## config.mk

```make
export PLATFORM = sky130hd
export DESIGN_NAME = tla_core
export DESIGN_NICKNAME = d
export VERILOG_FILES = /design/src/logic/tla_pkg.sv /design/src/logic/tla_cmp.sv /design/src/logic/tla_seq.sv /design/src/logic/tla_core.sv
export SDC_FILE = /design/constraint.sdc
export NUM_CORES = 1
export LEC_CHECK = 0
export BUFFER_PORTS_ARGS = -buffer_cell sky130_fd_sc_hd__buf_4
export CAP_MARGIN = 5
export CORE_AREA = 4 4 115 106
export DETAILED_ROUTE_END_ITERATION = 16
export DIE_AREA = 0 0 119 110
export GPL_TIMING_DRIVEN = 1
export PLACE_DENSITY_LB_ADDON = 0.08
export SLEW_MARGIN = 20
export SYNTH_ARGS = -nofsm -noshare
export SYNTH_HDL_FRONTEND = slang
export SYNTH_SLANG_ARGS = --single-unit
```

## constraint.sdc

```tcl
create_clock -name clk -period 5.2 [get_ports clk]
set_clock_uncertainty 0.15 [all_clocks]
set_input_delay 1.04 -clock clk [delete_from_list [all_inputs] [get_ports clk]]
set_output_delay 1.04 -clock clk [all_outputs]
set_load 0.02 [all_outputs]
```

## src/logic/tla_pkg.sv

```systemverilog
// Shared constants, types and helpers of the temperature limit and alert logic
package tla_pkg;

    ////////////////////////////////////////////////////////////////////////////
    // Clock and timing
    localparam int unsigned CLK_PERIOD_NS  = 10;
    localparam int unsigned NS_PER_US      = 1000;
    localparam int unsigned CYC_PER_US     = NS_PER_US / CLK_PERIOD_NS;
    localparam int unsigned CONV_TIME_US   = 7800;      // Typical conversion time, 7.8 ms
    localparam int unsigned RATE0_PERIOD_US = 4000000;  // 0.25 Hz
    localparam int unsigned RATE1_PERIOD_US = 1000000;  // 1 Hz
    localparam int unsigned RATE2_PERIOD_US = 250000;   // 4 Hz
    localparam int unsigned RATE3_PERIOD_US = 62500;    // 16 Hz
    localparam int unsigned CONV_CYCLES_DEF  = CONV_TIME_US * CYC_PER_US;
    localparam int unsigned RATE0_CYCLES_DEF = RATE0_PERIOD_US * CYC_PER_US;
    localparam int unsigned RATE1_CYCLES_DEF = RATE1_PERIOD_US * CYC_PER_US;
    localparam int unsigned RATE2_CYCLES_DEF = RATE2_PERIOD_US * CYC_PER_US;
    localparam int unsigned RATE3_CYCLES_DEF = RATE3_PERIOD_US * CYC_PER_US;

    ////////////////////////////////////////////////////////////////////////////
    // Pointer codes
    localparam logic [1:0] PTR_RESULT = 2'h0;
    localparam logic [1:0] PTR_CONFIG = 2'h1;
    localparam logic [1:0] PTR_LOWER  = 2'h2;
    localparam logic [1:0] PTR_UPPER  = 2'h3;

    // Configuration word layout
    localparam int CFG_MODE_LSB  = 0;
    localparam int CFG_TM_BIT    = 2;
    localparam int CFG_UNDER_BIT = 3;
    localparam int CFG_OVER_BIT  = 4;
    localparam int CFG_RATE_LSB  = 5;
    localparam int CFG_HYS_LSB   = 12;
    localparam int CFG_POL_BIT   = 15;

    // Modes, rates, hysteresis codes
    localparam logic [1:0] MODE_SHUTDOWN = 2'h0;
    localparam logic [1:0] MODE_ONESHOT  = 2'h1;
    localparam logic [1:0] MODE_CONT     = 2'h2;
    localparam int         MODE_CONT_BIT = 1;
    localparam logic [1:0] RATE_RST      = 2'h1;
    localparam logic [1:0] HYS_RST       = 2'h1;
    localparam logic [1:0] HYS_SEL_0C    = 2'h0;
    localparam logic [1:0] HYS_SEL_1C    = 2'h1;
    localparam logic [1:0] HYS_SEL_2C    = 2'h2;
    localparam int unsigned HYS_COUNTS_PER_C = 16;      // 1 degree at 0.0625 per count
    localparam int unsigned HYS_DEG_1C   = 1;
    localparam int unsigned HYS_DEG_2C   = 2;
    localparam int unsigned HYS_DEG_4C   = 4;

    // Result and limit word layout, reset values
    localparam int          RES_MSB         = 15;
    localparam int          RES_LSB         = 4;
    localparam logic [3:0]  LOW_NIBBLE_ZERO = 4'h0;
    localparam logic [15:0] LIMIT_MASK      = 16'hFFF0;
    localparam logic [15:0] RESULT_RST      = 16'h0000;
    localparam logic [15:0] UPPER_RST       = 16'h7FF8;
    localparam logic [15:0] LOWER_RST       = 16'hB500;
    localparam logic [15:0] RDATA_RST       = 16'h0000;
    localparam logic        ALERT_PIN_RST   = 1'b1;

    ////////////////////////////////////////////////////////////////////////////
    // Types
    typedef struct packed {
        logic       alert_sense_invert;
        logic [1:0] hysteresis_select;
        logic [1:0] sample_rate_select;
        logic       thermostat_select;
        logic [1:0] op_mode_select;
    } tla_cfg_t;

    typedef struct packed {
        logic        wr;
        logic        rd;
        logic [1:0]  ptr;
        logic [15:0] wdata;
    } tla_req_t;

    typedef enum logic [1:0] {
        SEQ_IDLE,
        SEQ_CONV,
        SEQ_WAIT
    } tla_seq_state_t;

    localparam tla_cfg_t CFG_RST = '{alert_sense_invert: 1'b0, hysteresis_select: HYS_RST,
                                     sample_rate_select: RATE_RST, thermostat_select: 1'b0,
                                     op_mode_select: MODE_CONT};

    ////////////////////////////////////////////////////////////////////////////
    // Helpers
    function automatic logic [11:0] tla_get_t12(input logic [15:0] w);
        return w[RES_MSB:RES_LSB];
    endfunction : tla_get_t12

    function automatic logic [15:0] tla_put_t12(input logic [11:0] t);
        return {t, LOW_NIBBLE_ZERO};
    endfunction : tla_put_t12

    function automatic logic signed [12:0] tla_hys_counts(input logic [1:0] sel);
        case (sel)
            HYS_SEL_0C: return 13'sh0;
            HYS_SEL_1C: return 13'(HYS_DEG_1C * HYS_COUNTS_PER_C);
            HYS_SEL_2C: return 13'(HYS_DEG_2C * HYS_COUNTS_PER_C);
            default:    return 13'(HYS_DEG_4C * HYS_COUNTS_PER_C);
        endcase
    endfunction : tla_hys_counts

    function automatic logic [15:0] tla_pack_cfg(input tla_cfg_t c, input logic over, input logic under);
        logic [15:0] w;
        w = 16'h0000;
        w[CFG_MODE_LSB +: 2] = c.op_mode_select;
        w[CFG_TM_BIT]        = c.thermostat_select;
        w[CFG_UNDER_BIT]     = under;
        w[CFG_OVER_BIT]      = over;
        w[CFG_RATE_LSB +: 2] = c.sample_rate_select;
        w[CFG_HYS_LSB +: 2]  = c.hysteresis_select;
        w[CFG_POL_BIT]       = c.alert_sense_invert;
        return w;
    endfunction : tla_pack_cfg

endpackage : tla_pkg

```

## src/logic/tla_cmp.sv

```systemverilog
// Signed limit comparison of a fresh result against both thresholds
`timescale 1ns/1ns
module tla_cmp
    import tla_pkg::*;
(
    input  wire logic [11:0] temp_t12,
    input  wire logic [11:0] upper_t12,
    input  wire logic [11:0] lower_t12,
    input  wire logic [1:0]  hys_sel,
    output logic             over_hit,
    output logic             under_hit,
    output logic             in_release
);
    // One extra bit keeps lower+hys and upper-hys from wrapping at the range ends
    logic signed [12:0] t_s;
    logic signed [12:0] hi_s;
    logic signed [12:0] lo_s;
    logic signed [12:0] hys_s;

    always_comb begin
        t_s        = signed'({temp_t12[11], temp_t12});
        hi_s       = signed'({upper_t12[11], upper_t12});
        lo_s       = signed'({lower_t12[11], lower_t12});
        hys_s      = tla_hys_counts(hys_sel);
        over_hit   = t_s > hi_s;
        under_hit  = t_s < lo_s;
        in_release = (t_s >= 13'(lo_s + hys_s)) && (t_s <= 13'(hi_s - hys_s));
    end

endmodule : tla_cmp

```

## src/logic/tla_seq.sv

```systemverilog
// Conversion sequencer: timed conversions, standby interval and one-shot runs
`timescale 1ns/1ns
module tla_seq
    import tla_pkg::*;
#(
    parameter int unsigned CONV_CYCLES  = CONV_CYCLES_DEF,
    parameter int unsigned RATE0_CYCLES = RATE0_CYCLES_DEF,
    parameter int unsigned RATE1_CYCLES = RATE1_CYCLES_DEF,
    parameter int unsigned RATE2_CYCLES = RATE2_CYCLES_DEF,
    parameter int unsigned RATE3_CYCLES = RATE3_CYCLES_DEF
)(
    input  wire logic       clk,
    input  wire logic       nrst,
    input  wire logic       restart,
    input  wire logic [1:0] mode,
    input  wire logic [1:0] rate,
    output logic            conv_busy,
    output logic            conv_done
);
    tla_seq_state_t state_reg, state_next;
    logic [31:0]    cnt_reg, cnt_next;
    logic           done_reg, done_next;
    logic [31:0]    period;

    // Period measured from the start of one conversion to the start of the next
    always_comb begin
        case (rate)
            2'h0:    period = RATE0_CYCLES;
            2'h1:    period = RATE1_CYCLES;
            2'h2:    period = RATE2_CYCLES;
            default: period = RATE3_CYCLES;
        endcase
    end

    // Next state; a conversion runs to its end unless restart starts it over, so mode writes only act between
    always_comb begin
        state_next = state_reg;
        cnt_next   = cnt_reg + 32'h1;
        done_next  = 1'b0;
        case (state_reg)
            SEQ_IDLE: begin
                cnt_next = 32'h0;
                // done_reg blocks a restart while the one-shot mode bits are being cleared
                if (mode[MODE_CONT_BIT] || (mode == MODE_ONESHOT && !done_reg)) begin
                    state_next = SEQ_CONV;
                end
            end
            SEQ_CONV: begin
                if (cnt_reg == CONV_CYCLES - 1) begin
                    done_next  = 1'b1;
                    state_next = mode[MODE_CONT_BIT] ? SEQ_WAIT : SEQ_IDLE;
                end
            end
            SEQ_WAIT: begin
                if (!mode[MODE_CONT_BIT]) begin
                    state_next = SEQ_IDLE;
                end else if (cnt_reg >= period - 1) begin
                    state_next = SEQ_CONV;
                    cnt_next   = 32'h0;
                end
            end
            default: state_next = SEQ_IDLE;
        endcase
        if (restart) begin
            state_next = SEQ_CONV;
            cnt_next   = 32'h0;
            done_next  = 1'b0;
        end
    end

    // Reset lands in a conversion so the first result follows power-up
    always_ff @(posedge clk or negedge nrst) begin
        if (!nrst) begin
            state_reg <= SEQ_CONV;
            cnt_reg   <= 32'h0;
            done_reg  <= 1'b0;
        end else begin
            state_reg <= state_next;
            cnt_reg   <= cnt_next;
            done_reg  <= done_next;
        end
    end

    assign conv_busy = (state_reg == SEQ_CONV);
    assign conv_done = done_reg;
endmodule : tla_seq

```

## src/logic/tla_core.sv

```systemverilog
// Result, limit, configuration and alert logic of the temperature sensor
// What this block does
// Hysteresis select: 0, 1, 2, 4 degrees
// Thermostat bit: 1 interrupt, 0 comparator
// Alert pin polarity from sense invert bit
// Over flag when result above upper
// Under flag when result below lower
// Comparator mode: inside window both flags read zero
// Interrupt mode: alert response releases pin, keeps flags
// Interrupt mode: config read clears flags and pin
// Rate field sets continuous conversion rate
// Convert after reset or general call
// Result register updated every conversion
// Result twelve bits, left justified
// Controller reads both result bytes
// Interrupt mode: alert on limit crossing
// Interrupt mode: alert response releases the alert
// General call reset releases alert
// Comparator mode: alert outside limits
// Comparator release inside hysteresis window
// Limits reset to wide open window
// Limits coded like the result
// Shutdown, one-shot and continuous modes
// Shutdown finishes running conversion first
// One-shot runs once, mode returns 00
// Continuous: convert, wait, repeat
// Configuration word bit layout
// Two-bit pointer selects register
// Hysteresis counted as sixteen per degree
`timescale 1ns/1ns
module tla_core
    import tla_pkg::*;
#(
    parameter int unsigned CONV_CYCLES  = CONV_CYCLES_DEF,
    parameter int unsigned RATE0_CYCLES = RATE0_CYCLES_DEF,
    parameter int unsigned RATE1_CYCLES = RATE1_CYCLES_DEF,
    parameter int unsigned RATE2_CYCLES = RATE2_CYCLES_DEF,
    parameter int unsigned RATE3_CYCLES = RATE3_CYCLES_DEF
)(
    input  wire logic        clk,
    input  wire logic        nrst,
    input  wire tla_req_t    req,
    output logic [15:0]      rdata,
    input  wire logic        ara_ok,
    input  wire logic        gc_reset,
    input  wire logic [11:0] adc_value,
    output logic             conv_active,
    output logic             alert_out
);

    ////////////////////////////////////////////////////////////////////////////
    // State
    tla_cfg_t    cfg_reg, cfg_next;
    logic        over_reg, over_next;
    logic        under_reg, under_next;
    logic        active_reg, active_next;
    logic        alert_out_reg, alert_out_next;
    logic [15:0] result_reg, result_next;
    logic [15:0] upper_reg, upper_next;
    logic [15:0] lower_reg, lower_next;
    logic [15:0] rdata_reg, rdata_next;

    logic conv_done;
    logic over_hit;
    logic under_hit;
    logic in_release;
    logic wr_cfg;
    logic rd_cfg;
    logic int_mode;

    ////////////////////////////////////////////////////////////////////////////
    // Sequencer and comparator
    tla_seq #(
        .CONV_CYCLES  (CONV_CYCLES),
        .RATE0_CYCLES (RATE0_CYCLES),
        .RATE1_CYCLES (RATE1_CYCLES),
        .RATE2_CYCLES (RATE2_CYCLES),
        .RATE3_CYCLES (RATE3_CYCLES)
    ) u_seq (
        .clk       (clk),
        .nrst      (nrst),
        .restart   (gc_reset),
        .mode      (cfg_reg.op_mode_select),
        .rate      (cfg_reg.sample_rate_select),
        .conv_busy (conv_active),
        .conv_done (conv_done)
    );

    // Compare the fresh sample, not the stored one, so flags match the new result
    tla_cmp u_cmp (
        .temp_t12   (adc_value),
        .upper_t12  (tla_get_t12(upper_reg)),
        .lower_t12  (tla_get_t12(lower_reg)),
        .hys_sel    (cfg_reg.hysteresis_select),
        .over_hit   (over_hit),
        .under_hit  (under_hit),
        .in_release (in_release)
    );

    ////////////////////////////////////////////////////////////////////////////
    // Access decode
    assign wr_cfg   = req.wr && (req.ptr == PTR_CONFIG);
    assign rd_cfg   = req.rd && (req.ptr == PTR_CONFIG);
    assign int_mode = cfg_reg.thermostat_select;

    ////////////////////////////////////////////////////////////////////////////
    // Registers, flags and alert: next values
    always_comb begin
        cfg_next    = cfg_reg;
        over_next   = over_reg;
        under_next  = under_reg;
        active_next = active_reg;
        result_next = result_reg;
        upper_next  = upper_reg;
        lower_next  = lower_reg;
        rdata_next  = rdata_reg;

        // New measurement replaces the read-only result
        if (conv_done) begin
            result_next = tla_put_t12(adc_value);
        end

        // Configuration write; flags are hardware owned and ignore written bits
        if (wr_cfg) begin
            cfg_next.op_mode_select     = req.wdata[CFG_MODE_LSB +: 2];
            cfg_next.thermostat_select  = req.wdata[CFG_TM_BIT];
            cfg_next.sample_rate_select = req.wdata[CFG_RATE_LSB +: 2];
            cfg_next.hysteresis_select  = req.wdata[CFG_HYS_LSB +: 2];
            cfg_next.alert_sense_invert = req.wdata[CFG_POL_BIT];
        end else if (conv_done && cfg_reg.op_mode_select == MODE_ONESHOT) begin
            cfg_next.op_mode_select = MODE_SHUTDOWN;
        end

        // Limit writes drop the low nibble so limits stay in result format
        if (req.wr && req.ptr == PTR_UPPER) begin
            upper_next = req.wdata & LIMIT_MASK;
        end
        if (req.wr && req.ptr == PTR_LOWER) begin
            lower_next = req.wdata & LIMIT_MASK;
        end

        if (int_mode) begin
            // Interrupt mode: sticky flags; a new event outranks a same-cycle clear
            if (rd_cfg) begin
                over_next   = 1'b0;
                under_next  = 1'b0;
                active_next = 1'b0;
            end
            if (ara_ok) begin
                active_next = 1'b0;
            end
            if (conv_done) begin
                over_next   = over_next | over_hit;
                under_next  = under_next | under_hit;
                if (over_hit || under_hit) begin
                    active_next = 1'b1;
                end
            end
        end else if (conv_done) begin
            // Comparator mode: flags track the latest result, alert holds in the band
            over_next  = over_hit;
            under_next = under_hit;
            if (over_hit || under_hit) begin
                active_next = 1'b1;
            end else if (in_release) begin
                active_next = 1'b0;
            end
        end

        // Read data is captured before any read side effect lands
        if (req.rd) begin
            case (req.ptr)
                PTR_RESULT: rdata_next = result_reg;
                PTR_CONFIG: rdata_next = tla_pack_cfg(cfg_reg, over_reg, under_reg);
                PTR_LOWER:  rdata_next = lower_reg;
                default:    rdata_next = upper_reg;
            endcase
        end

        // General call reset returns configuration, flags, alert and limits to reset values and outranks their other updates; the result is kept
        if (gc_reset) begin
            cfg_next    = CFG_RST;
            over_next   = 1'b0;
            under_next  = 1'b0;
            active_next = 1'b0;
            upper_next  = UPPER_RST;
            lower_next  = LOWER_RST;
        end

        // Pin level from the next state keeps pin and state in step
        alert_out_next = cfg_next.alert_sense_invert ? active_next : !active_next;
    end

    // Registers only
    always_ff @(posedge clk or negedge nrst) begin
        if (!nrst) begin
            cfg_reg       <= CFG_RST;
            over_reg      <= 1'b0;
            under_reg     <= 1'b0;
            active_reg    <= 1'b0;
            alert_out_reg <= ALERT_PIN_RST;
            result_reg    <= RESULT_RST;
            upper_reg     <= UPPER_RST;
            lower_reg     <= LOWER_RST;
            rdata_reg     <= RDATA_RST;
        end else begin
            cfg_reg       <= cfg_next;
            over_reg      <= over_next;
            under_reg     <= under_next;
            active_reg    <= active_next;
            alert_out_reg <= alert_out_next;
            result_reg    <= result_next;
            upper_reg     <= upper_next;
            lower_reg     <= lower_next;
            rdata_reg     <= rdata_next;
        end
    end

    assign rdata     = rdata_reg;
    assign alert_out = alert_out_reg;
endmodule : tla_core

```

==> results of run 1 <==
-- metrics by stage --
step	total power, W	setup slack [ps]
after floorplan	0.001032	1251
after global placement	0.001141	972.6
after detailed placement	0.001155	832.7
after CTS	0.001796	802.3
after global routing	0.001870	576.4
final	0.001785	791.1
-- layout make-up --
class	instances	area, um^2
fill	865	3470
clock inverter	5	33.78
timing repair buffer	54	405.4
clock buffer	11	242.7
tap	152	190.2
sequential	100	2530
inverter	50	187.7
multi-input combinational	524	3796
-- routing by layer --
metal	vias to the layer above	track usage [%]
met1	2558	38.96
met4	0	6.700
li1	2530	-
met2	196	37.52
met3	17	7.551
met5	-	0
-- power groups by stage --
stage | clock network, W | registers, W | logic, W
floorplan | 0 | 0.000868 | 0.000163
global placement | 0 | 0.000857 | 0.000285
detailed placement | 0 | 0.000859 | 0.000296
CTS | 0.000653 | 0.000845 | 0.000298
global route | 0.000687 | 0.000850 | 0.000333
finish | 0.000641 | 0.000845 | 0.000299
-- logic make-up (layout without fill, tap and decap cells) --
family | count (synthesis) | after routing | share of synthesized area (%)
compound gates | 122 | 122 | 12.23
mux | 28 | 28 | 5.717
flops | 100 | 100 | 38.28
xor+xnor | 43 | 43 | 5.699
simple gates | 252 | 252 | 18.74
buf+inv | 74 | 120 | 4.279
other cells | 1 | 1 | 0.05674
fa+ha+maj | 78 | 78 | 14.99
-- layout by cell type, fill, tap and decap left out, types with 2 or more instances in the layout --
| master | n |
|---|---|
| dfstp_2 | 22 |
| and3_1 | 11 |
| nand4_1 | 20 |
| nand3_1 | 17 |
| o21a_1 | 5 |
| fa_1 | 2 |
| mux2i_1 | 4 |
| a21o_1 | 20 |
| dfrtp_1 | 78 |
| mux4_2 | 6 |
| a21oi_1 | 39 |
| o211ai_1 | 3 |
| nand2b_1 | 3 |
| ha_1 | 76 |
| inv_1 | 50 |
| xor2_1 | 17 |
| mux2_2 | 18 |
| a22oi_1 | 7 |
| nor4_1 | 6 |
| nor3_1 | 4 |
| clkbuf_16 | 9 |
| xnor2_1 | 26 |
| nand2_1 | 79 |
| a211o_1 | 12 |
| buf_4 | 54 |
| a211oi_1 | 5 |
| or2_2 | 2 |
| o21ai_0 | 19 |
| a31oi_1 | 2 |
| inv_4 | 2 |
| and2_1 | 2 |
| and4_1 | 7 |
| nand3b_1 | 10 |
| nor2b_1 | 8 |
| nor2_1 | 71 |
-- final timing paths --
| kind | cells past startpoint | end | startpoint |
|---|---|---|---|
| max in group asynchronous | 2 | upper_reg[9] | nrst |
| min reg2reg | 1 | u_seq.cnt_reg[0] | u_seq.cnt_reg[0] |
| min in group asynchronous | 1 | u_seq.cnt_reg[29] | nrst |
| max | 14 | active_reg | cfg_reg[5] |
| min | 1 | u_seq.cnt_reg[0] | u_seq.cnt_reg[0] |
| max reg2reg | 14 | active_reg | cfg_reg[5] |
==> impl_metrics.csv, run 1 <==
group,metric,value,unit
status,status,"finished, final reports clean",
synthesis,synthFlopType,"dfrtp_1",
cts,ctsRootBufferMaster,"clkbuf_16",
cells_and_area,utilization,68.04,%
cts,cts_max_level,3,
cts,cts_hold_buf,0,
synthesis,synth_largest_area_cell,"dfrtp_1",
global_route,grt_max_degree,59,
cts,cts_max_path_buffers,2,
cts,post_cts_buffers,0,
global_route,grt_usage,26.18,%
detailed_routing,drt_pass1_iterations,5,
detailed_routing,antenna_left,0,
synthesis,avgSynthCellArea,9.468,um^2
timing,timing.final.crit_share,84.79,%
cells_and_area,fin_cells,896,
cells_and_area,n_antenna_cell,0,
cells_and_area,syn2layout_area_growth,11.76,%
critical_path,worst_setup_path_end_kind,"register",
cts,clk_pin_slew,70,ps
power,power_frac_clock,35.9,%
floorplanning,die_area,0.01309,mm^2
timing,setup_viol_count_final,0,
placement,place.gp.congestion,0.9301,
critical_path,crit_fanout,5,
power,power_density,241.7,mW/mm^2
timing,finalHoldViolations,0,
synthesis,ys_top_cells_by_count,"nand2_1, dfrtp_1, ha_1",
detailed_routing,wirelength,16.16,mm
synthesis,synth.distinct_cells,58,
detailed_routing,drt_iter0_drc,482,
floorplanning,die_y,110,um
floorplanning,num_io_pins,54,
synthesis,ys_ff_latch,100,
critical_path,reg2reg_setup_slack,790,ps
detailed_routing,viasPerCell,5.916,
placement,dp_hpwl,12.28,mm
global_route,grt_pass1_wl,26.80,mm
power,peakVddDrop,288.5,uV
detailed_routing,drt-met1-wl,7.971,mm
critical_path,cpPeakStageDelay,570,ps
placement,post-place-cells,880,
power,internal_power,0.001284,W
timing,setup_tns,0,ps
critical_path,crit_path_start_kind,"register",
synthesis,synth_warnings,0,
synthesis,synth-edff-count,0,
timing,fin_crit,4409,ps
cts,insertion_delay,360,ps
cells_and_area,largest_register_ff_count,32,
synthesis,synth_area,0.006609,mm^2
detailed_routing,highest-signal-layer,"met4",
critical_path,critical-path-top-delay-family,"simple AND/OR/NAND/NOR gates",
timing,whs,338.6,ps
timing,fmax,226.8,MHz
global_route,grt_pass1_vias,5307,
detailed_routing,met2_length,6.728,mm
run,max_cap_violations,0,
placement,dpl_cell_area,0.007109,mm^2
floorplanning,core,0.01086,mm^2
power,swShare,28.04,%
cts,cts_buffers,9,
power,p_leak,3.619,nW
cts,tritoncts,"built",
synthesis,synth_area_leaders,"dfrtp_1, ha_1, dfstp_2, nand2_1, nor2_1",
synthesis,netlist.area_leader.share,29.53,%
power,power.switching,0.0005006,W
cells_and_area,drive_above_1_share,16.67,%
floorplanning,rows,36,
synthesis,syn_nets,812,
critical_path,cp.required,5280,ps
critical_path,crit_path_cell_trace,"nor2b_1 > ha_1 > inv_1 > fa_1 > a21o_1 > nor4_1 > a21oi_1 > ha_1 > nand4_1 > a2111o_1 > a21oi_1 > a211oi_1 > or4b_4 > nor2b_2",
synthesis,synthCells,698,
detailed_routing,drc,0,
timing,slew_headroom,31.02,%
power,p_comb_share,16.7,%
synthesis,ys_seq_area_share,38.28,%
cts,cts_sinks,100,
critical_path,crit_type,"register to register",
global_route,overflow,0,
cts,ctsResizeCount,0,
critical_path,cp.arrival,4490,ps
placement,io_buffers,52,
critical_path,slowest_stage,"dfstp_2",
floorplanning,floorplan.initialDensity,60.88,%
global_route,antenna_found_initial,0,
hold_path,min_path_type,"register to register",
timing,rsz0062_at_grt,"no",
detailed_routing,vias,5301,
timing,tightestPinTransition,1032,ps
synthesis,async_reset_ff_share,100.0,%
detailed_routing,routedWlPerCell,18.04,um
power,power_frac_seq,47.3,%
floorplanning,die_x,119,um
detailed_routing,wl_met3,1.243,mm
synthesis,yosysMostFrequentCell,"nand2_1",
cells_and_area,stdcell_area,0.007386,mm^2
timing,slew_viol_final,0,
critical_path,critical_path_buf_inv_count,1,
cells_and_area,nets,853,
Note: power is estimated with default switching activity, not from simulation.
==> run 2, diff against run 1 <==
clock period = 4.6 ns   (was 5.2 ns; I/O delays follow)
==> impl_metrics.csv, run 2 (synthesis results as in run 1) <==
group,metric,value,unit
floorplanning,die_y,110,um
global_route,grt_usage,26.32,%
critical_path,timing.rr.end,"active_reg",
critical_path,reg2reg_setup_slack,370,ps
global_route,grt_pass1_wl,27.01,mm
global_route,grt_pass1_vias,5269,
cells_and_area,syn2layout_area_growth,12.76,%
global_route,overflow,0,
detailed_routing,wirelength,16.15,mm
detailed_routing,antenna_left,0,
cts,cts_max_path_buffers,2,
cells_and_area,utilization,68.65,%
placement,dp_hpwl,12.29,mm
cells_and_area,final_common_cell,"nand2_1",
cells_and_area,nFillCells,853,
cells_and_area,register_area,0.002530,mm^2
critical_path,cpPeakStageDelay,570,ps
critical_path,worstSetupStartpoint,"cfg_reg[5]",
floorplanning,die_x,119,um
cells_and_area,n_antenna_cell,0,
run,max_cap_violations,0,
placement,place.gp.congestion,0.8869,
power,p_leak,3.646,nW
placement,dpl_cell_area,0.007117,mm^2
hold_path,hold_depth,1,
cts,ctsResizeCount,0,
critical_path,cp.arrival,4300,ps
status,status,"finished, final reports clean",
detailed_routing,drt_pass1_iterations,5,
cts,clk_pin_slew,70,ps
detailed_routing,drt_iter0_drc,465,
hold_path,worstHoldStart,"u_seq.cnt_reg[0]",
timing,timing.final.crit_share,91.91,%
floorplanning,die_area,0.01309,mm^2
cts,cts_sinks,100,
critical_path,crit_type,"register to register",
cts,cts_max_level,3,
timing,fin_crit,4228,ps
timing,tightestPinTransition,953.2,ps
critical_path,crit_path_start_kind,"register",
timing,whs,342.0,ps
critical_path,cp.required,4680,ps
timing,setup_viol_count_final,0,
cts,cts_buffers,9,
detailed_routing,routedWlPerCell,18.01,um
placement,io_buffers,52,
cts,ctsRootBufferMaster,"clkbuf_16",
cells_and_area,nets,854,
global_route,antenna_found_initial,0,
timing,finalHoldViolations,0,
critical_path,slowest_stage,"or4b_4",
cts,tritoncts,"built",
timing,rsz0062_at_grt,"no",
timing,slew_headroom,36.45,%
cells_and_area,largest_register_ff_count,32,
cts,cts_hold_buf,0,
timing,slew_viol_final,0,
critical_path,crit_path_cell_trace,"nor2b_1 > ha_1 > inv_1 > fa_1 > a21o_1 > nor4_2 > a21oi_1 > ha_1 > nand4_1 > a2111o_1 > a21oi_1 > a211oi_1 > or4b_4 > nor2b_2",
critical_path,crit_fanout,5,
timing,setup_tns,0,ps
floorplanning,rows,36,
floorplanning,core,0.01086,mm^2
cells_and_area,drive_above_1_share,16.91,%
power,power_density,285.0,mW/mm^2
timing,fmax,236.5,MHz
detailed_routing,drc,0,
critical_path,rr_worst_depth,14,
cts,post_cts_buffers,0,
cells_and_area,final_cell_mix,"nand2_1, dfrtp_1, ha_1, nor2_1, buf_4",
global_route,grt_max_degree,77,
cells_and_area,multiInputGateArea,0.003802,mm^2
cts,insertion_delay,350,ps
floorplanning,num_io_pins,54,
floorplanning,floorplan.initialDensity,60.88,%
critical_path,worst_setup_path_end_kind,"register",
detailed_routing,vias,5297,
hold_path,hold_end,"u_seq.cnt_reg[0]",
cells_and_area,stdcell_area,0.007452,mm^2
detailed_routing,viasPerCell,5.905,
critical_path,rr_startpoint,"cfg_reg[5]",
hold_path,min_path_type,"register to register",
power,peakVddDrop,351.8,uV
[run 2: cell count changes in the layout (fill, tap and decap cells not counted), sizes merged]
cell / change
bufinv: +2
clkbuf: +1
inv: -3
buf: +1
[run 2: through the flow]
stage	total power [W]	setup slack [ps]	instances
final	0.002124	372.1	897
after global routing	0.002225	121.1	897
after CTS	0.002141	251.1	897
after detailed placement	0.001304	280.6	881
after global placement	0.001292	375.0	881
after floorplan	0.001166	651.4	698
[run 2: area by class of cell]
cell class                      count  area share (%)
Clock inverter                      4          0.9738
Multi-Input combinational cell    524           51.02
Sequential cell                   100           33.95
Clock buffer                       12           3.442
Tap cell                          152           2.552
Inverter                           50           2.518
Timing Repair Buffer               55           5.541
[run 2: worst max-delay path by stage]
stage                             to  cells past startpoint  slack (ps)
after detailed placement  active_reg                     14         280
after CTS                 active_reg                     14         250
final                     active_reg                     14         370
after global placement    active_reg                     14         370
after global routing      active_reg                     14         120
after floorplan           active_reg                     14         650
[run 2: metal layers]
layer  track usage [%]  part of all wire (%)
met2             37.27                    41
met4             7.527                   1.2
met5                 0                     0
met3             7.449                   7.8
met1             39.23                    50
[run 2: worst max-delay path, delay by kind of cell (launching register included)]
family	cells	cell delay [ps]
fa+ha+maj	3	940
buf+inv	1	60
flops	1	560
simple gates	5	1430
compound gates	5	960
[run 2: power breakdown]
part	internal, W	switching (W)	leakage [nW]
registers	0.000925	0.0000301	1.28
logic	0.000144	0.000195	2.21
clock network	0.000505	0.000325	0.159
total	0.00157	0.000549	3.65
==> run 3, diff against run 2 <==
CORE_AREA = 2 2 113 104   (was 4 4 115 106)
DIE_AREA = 0 0 115 106   (was 0 0 119 110)
==> impl_metrics.csv, run 3 (synthesis results as in run 1) <==
group,metric,value,unit
hold_path,min_path_type,"register to register",
cells_and_area,final_cell_mix,"nand2_1, dfrtp_1, ha_1, nor2_1, buf_4",
cells_and_area,syn2layout_area_growth,11.76,%
timing,rsz0062_at_grt,"no",
timing,slew_headroom,38.31,%
critical_path,crit_path_start_kind,"register",
cts,insertion_delay,360,ps
hold_path,hold_depth,1,
critical_path,rr_worst_depth,14,
cts,ctsResizeCount,0,
timing,fin_crit,4182,ps
cts,cts_max_path_buffers,2,
detailed_routing,routedWlPerCell,18.09,um
detailed_routing,antenna_left,0,
cells_and_area,nets,855,
timing,tightestPinTransition,925.4,ps
power,power_density,274.1,mW/mm^2
cts,clk_pin_slew,70,ps
critical_path,crit_type,"register to register",
timing,finalHoldViolations,0,
detailed_routing,drt_pass1_iterations,7,
detailed_routing,drt_iter0_drc,372,
critical_path,crit_fanout,5,
placement,post-place-cells,866,
detailed_routing,viasPerCell,6.023,
floorplanning,rows,37,
floorplanning,die_y,106,um
cells_and_area,largest_register_ff_count,32,
critical_path,timing.rr.end,"active_reg",
detailed_routing,drc,0,
global_route,grt_max_degree,75,
critical_path,rr_startpoint,"cfg_reg[5]",
timing,fmax,239.1,MHz
cts,tritoncts,"built",
timing,timing.final.crit_share,90.91,%
critical_path,cp.arrival,4270,ps
placement,io_buffers,52,
floorplanning,die_x,115,um
hold_path,hold_end,"result_reg[4]",
critical_path,cp.required,4690,ps
cts,post_cts_buffers,0,
global_route,grt_pass1_wl,25.85,mm
timing,slew_viol_final,0,
critical_path,worstSetupStartpoint,"cfg_reg[5]",
cts,cts_max_level,3,
timing,setup_tns,0,ps
status,status,"finished, final reports clean",
floorplanning,floorplan.initialDensity,59.48,%
critical_path,worst_setup_path_end_kind,"register",
hold_path,worstHoldStart,"result_reg[4]",
critical_path,reg2reg_setup_slack,420,ps
floorplanning,die_area,0.01219,mm^2
cts,cts_hold_buf,0,
detailed_routing,vias,5312,
power,p_leak,3.626,nW
cells_and_area,n_antenna_cell,0,
global_route,antenna_found_initial,0,
run,max_cap_violations,0,
floorplanning,core,0.01111,mm^2
detailed_routing,wirelength,15.96,mm
timing,setup_viol_count_final,0,
cts,cts_buffers,9,
power,peakVddDrop,316.8,uV
cells_and_area,nFillCells,926,
global_route,grt_pass1_vias,5073,
floorplanning,num_io_pins,54,
global_route,grt_usage,27.69,%
global_route,overflow,0,
cts,cts_sinks,100,
cts,ctsRootBufferMaster,"clkbuf_16",
placement,place.gp.congestion,0.9389,
cells_and_area,drive_above_1_share,16.89,%
placement,dp_hpwl,12.16,mm
cells_and_area,fin_cells,882,
cells_and_area,final_common_cell,"nand2_1",
==> run 3: area by class of cell <==
class / count / area (um^2) / area share [%]
tap: 136 / 170.2 / 2.304
clock inverter: 4 / 25.02 / 0.3388
sequential: 100 / 2530 / 34.25
multi-input combinational: 524 / 3796 / 51.40
inverter: 50 / 187.7 / 2.541
timing repair buffer: 56 / 420.4 / 5.692
clock buffer: 12 / 256.5 / 3.473
==> run 3: per-layer routing <==
layer  share of wire, %  routed length [um]  vias up  track usage [%]
met4                1.2                 195        0            6.799
li1                   -                   -     2543                -
met2                 42                6710      168            39.08
met1                 50                7983     2586            42.96
met5                  0                   0        -                0
met3                6.7                1069       15            6.157
==> run 3: how the worst max path moves through the flow <==
stage | endpoint | slack [ps] | cells past startpoint
global route | active_reg | 190 | 14
CTS | active_reg | 380 | 14
floorplan | active_reg | 650 | 14
global placement | active_reg | 490 | 14
finish | active_reg | 420 | 14
detailed placement | active_reg | 390 | 14
==> run 3: through the flow <==
stage | area [um^2] | utilization [%] | hold WS, ps | setup WS, ps | power [W]
3_5_place_dp | 7104 | 63.94 | 341.0 | 386.2 | 0.001306
5_1_grt | 7386 | 66.48 | 376.3 | 190.3 | 0.002114
3_3_place_gp | 7104 | 63.94 | 323.3 | 491.5 | 0.001292
2_1_floorplan | 6609 | - | 297.9 | 651.4 | 0.001166
4_1_cts | 7386 | 66.48 | 350.1 | 380.0 | 0.002036
6_report | 7386 | 66.48 | 357.8 | 418.1 | 0.002024
==> run 3: power by group <==
part | internal [W] | switching [W] | total, W
combinational | 0.000145 | 0.000192 | 0.000337
clock | 0.000395 | 0.000336 | 0.000731
sequential | 0.000925 | 0.0000314 | 0.000956
total | 0.00146 | 0.000560 | 0.00202
==> run 3: worst max-delay path, cell delays in order (launching register included) <==
cell and delay (ps):
dfstp_2 570, nor2b_1 200, ha_1 170, inv_1 60
fa_1 390, a21o_1 210, nor4_1 330, a21oi_1 140
ha_1 330, nand4_1 150, a2111o_1 390, a21oi_1 170
a211oi_1 70, or4b_4 570, nor2b_2 170
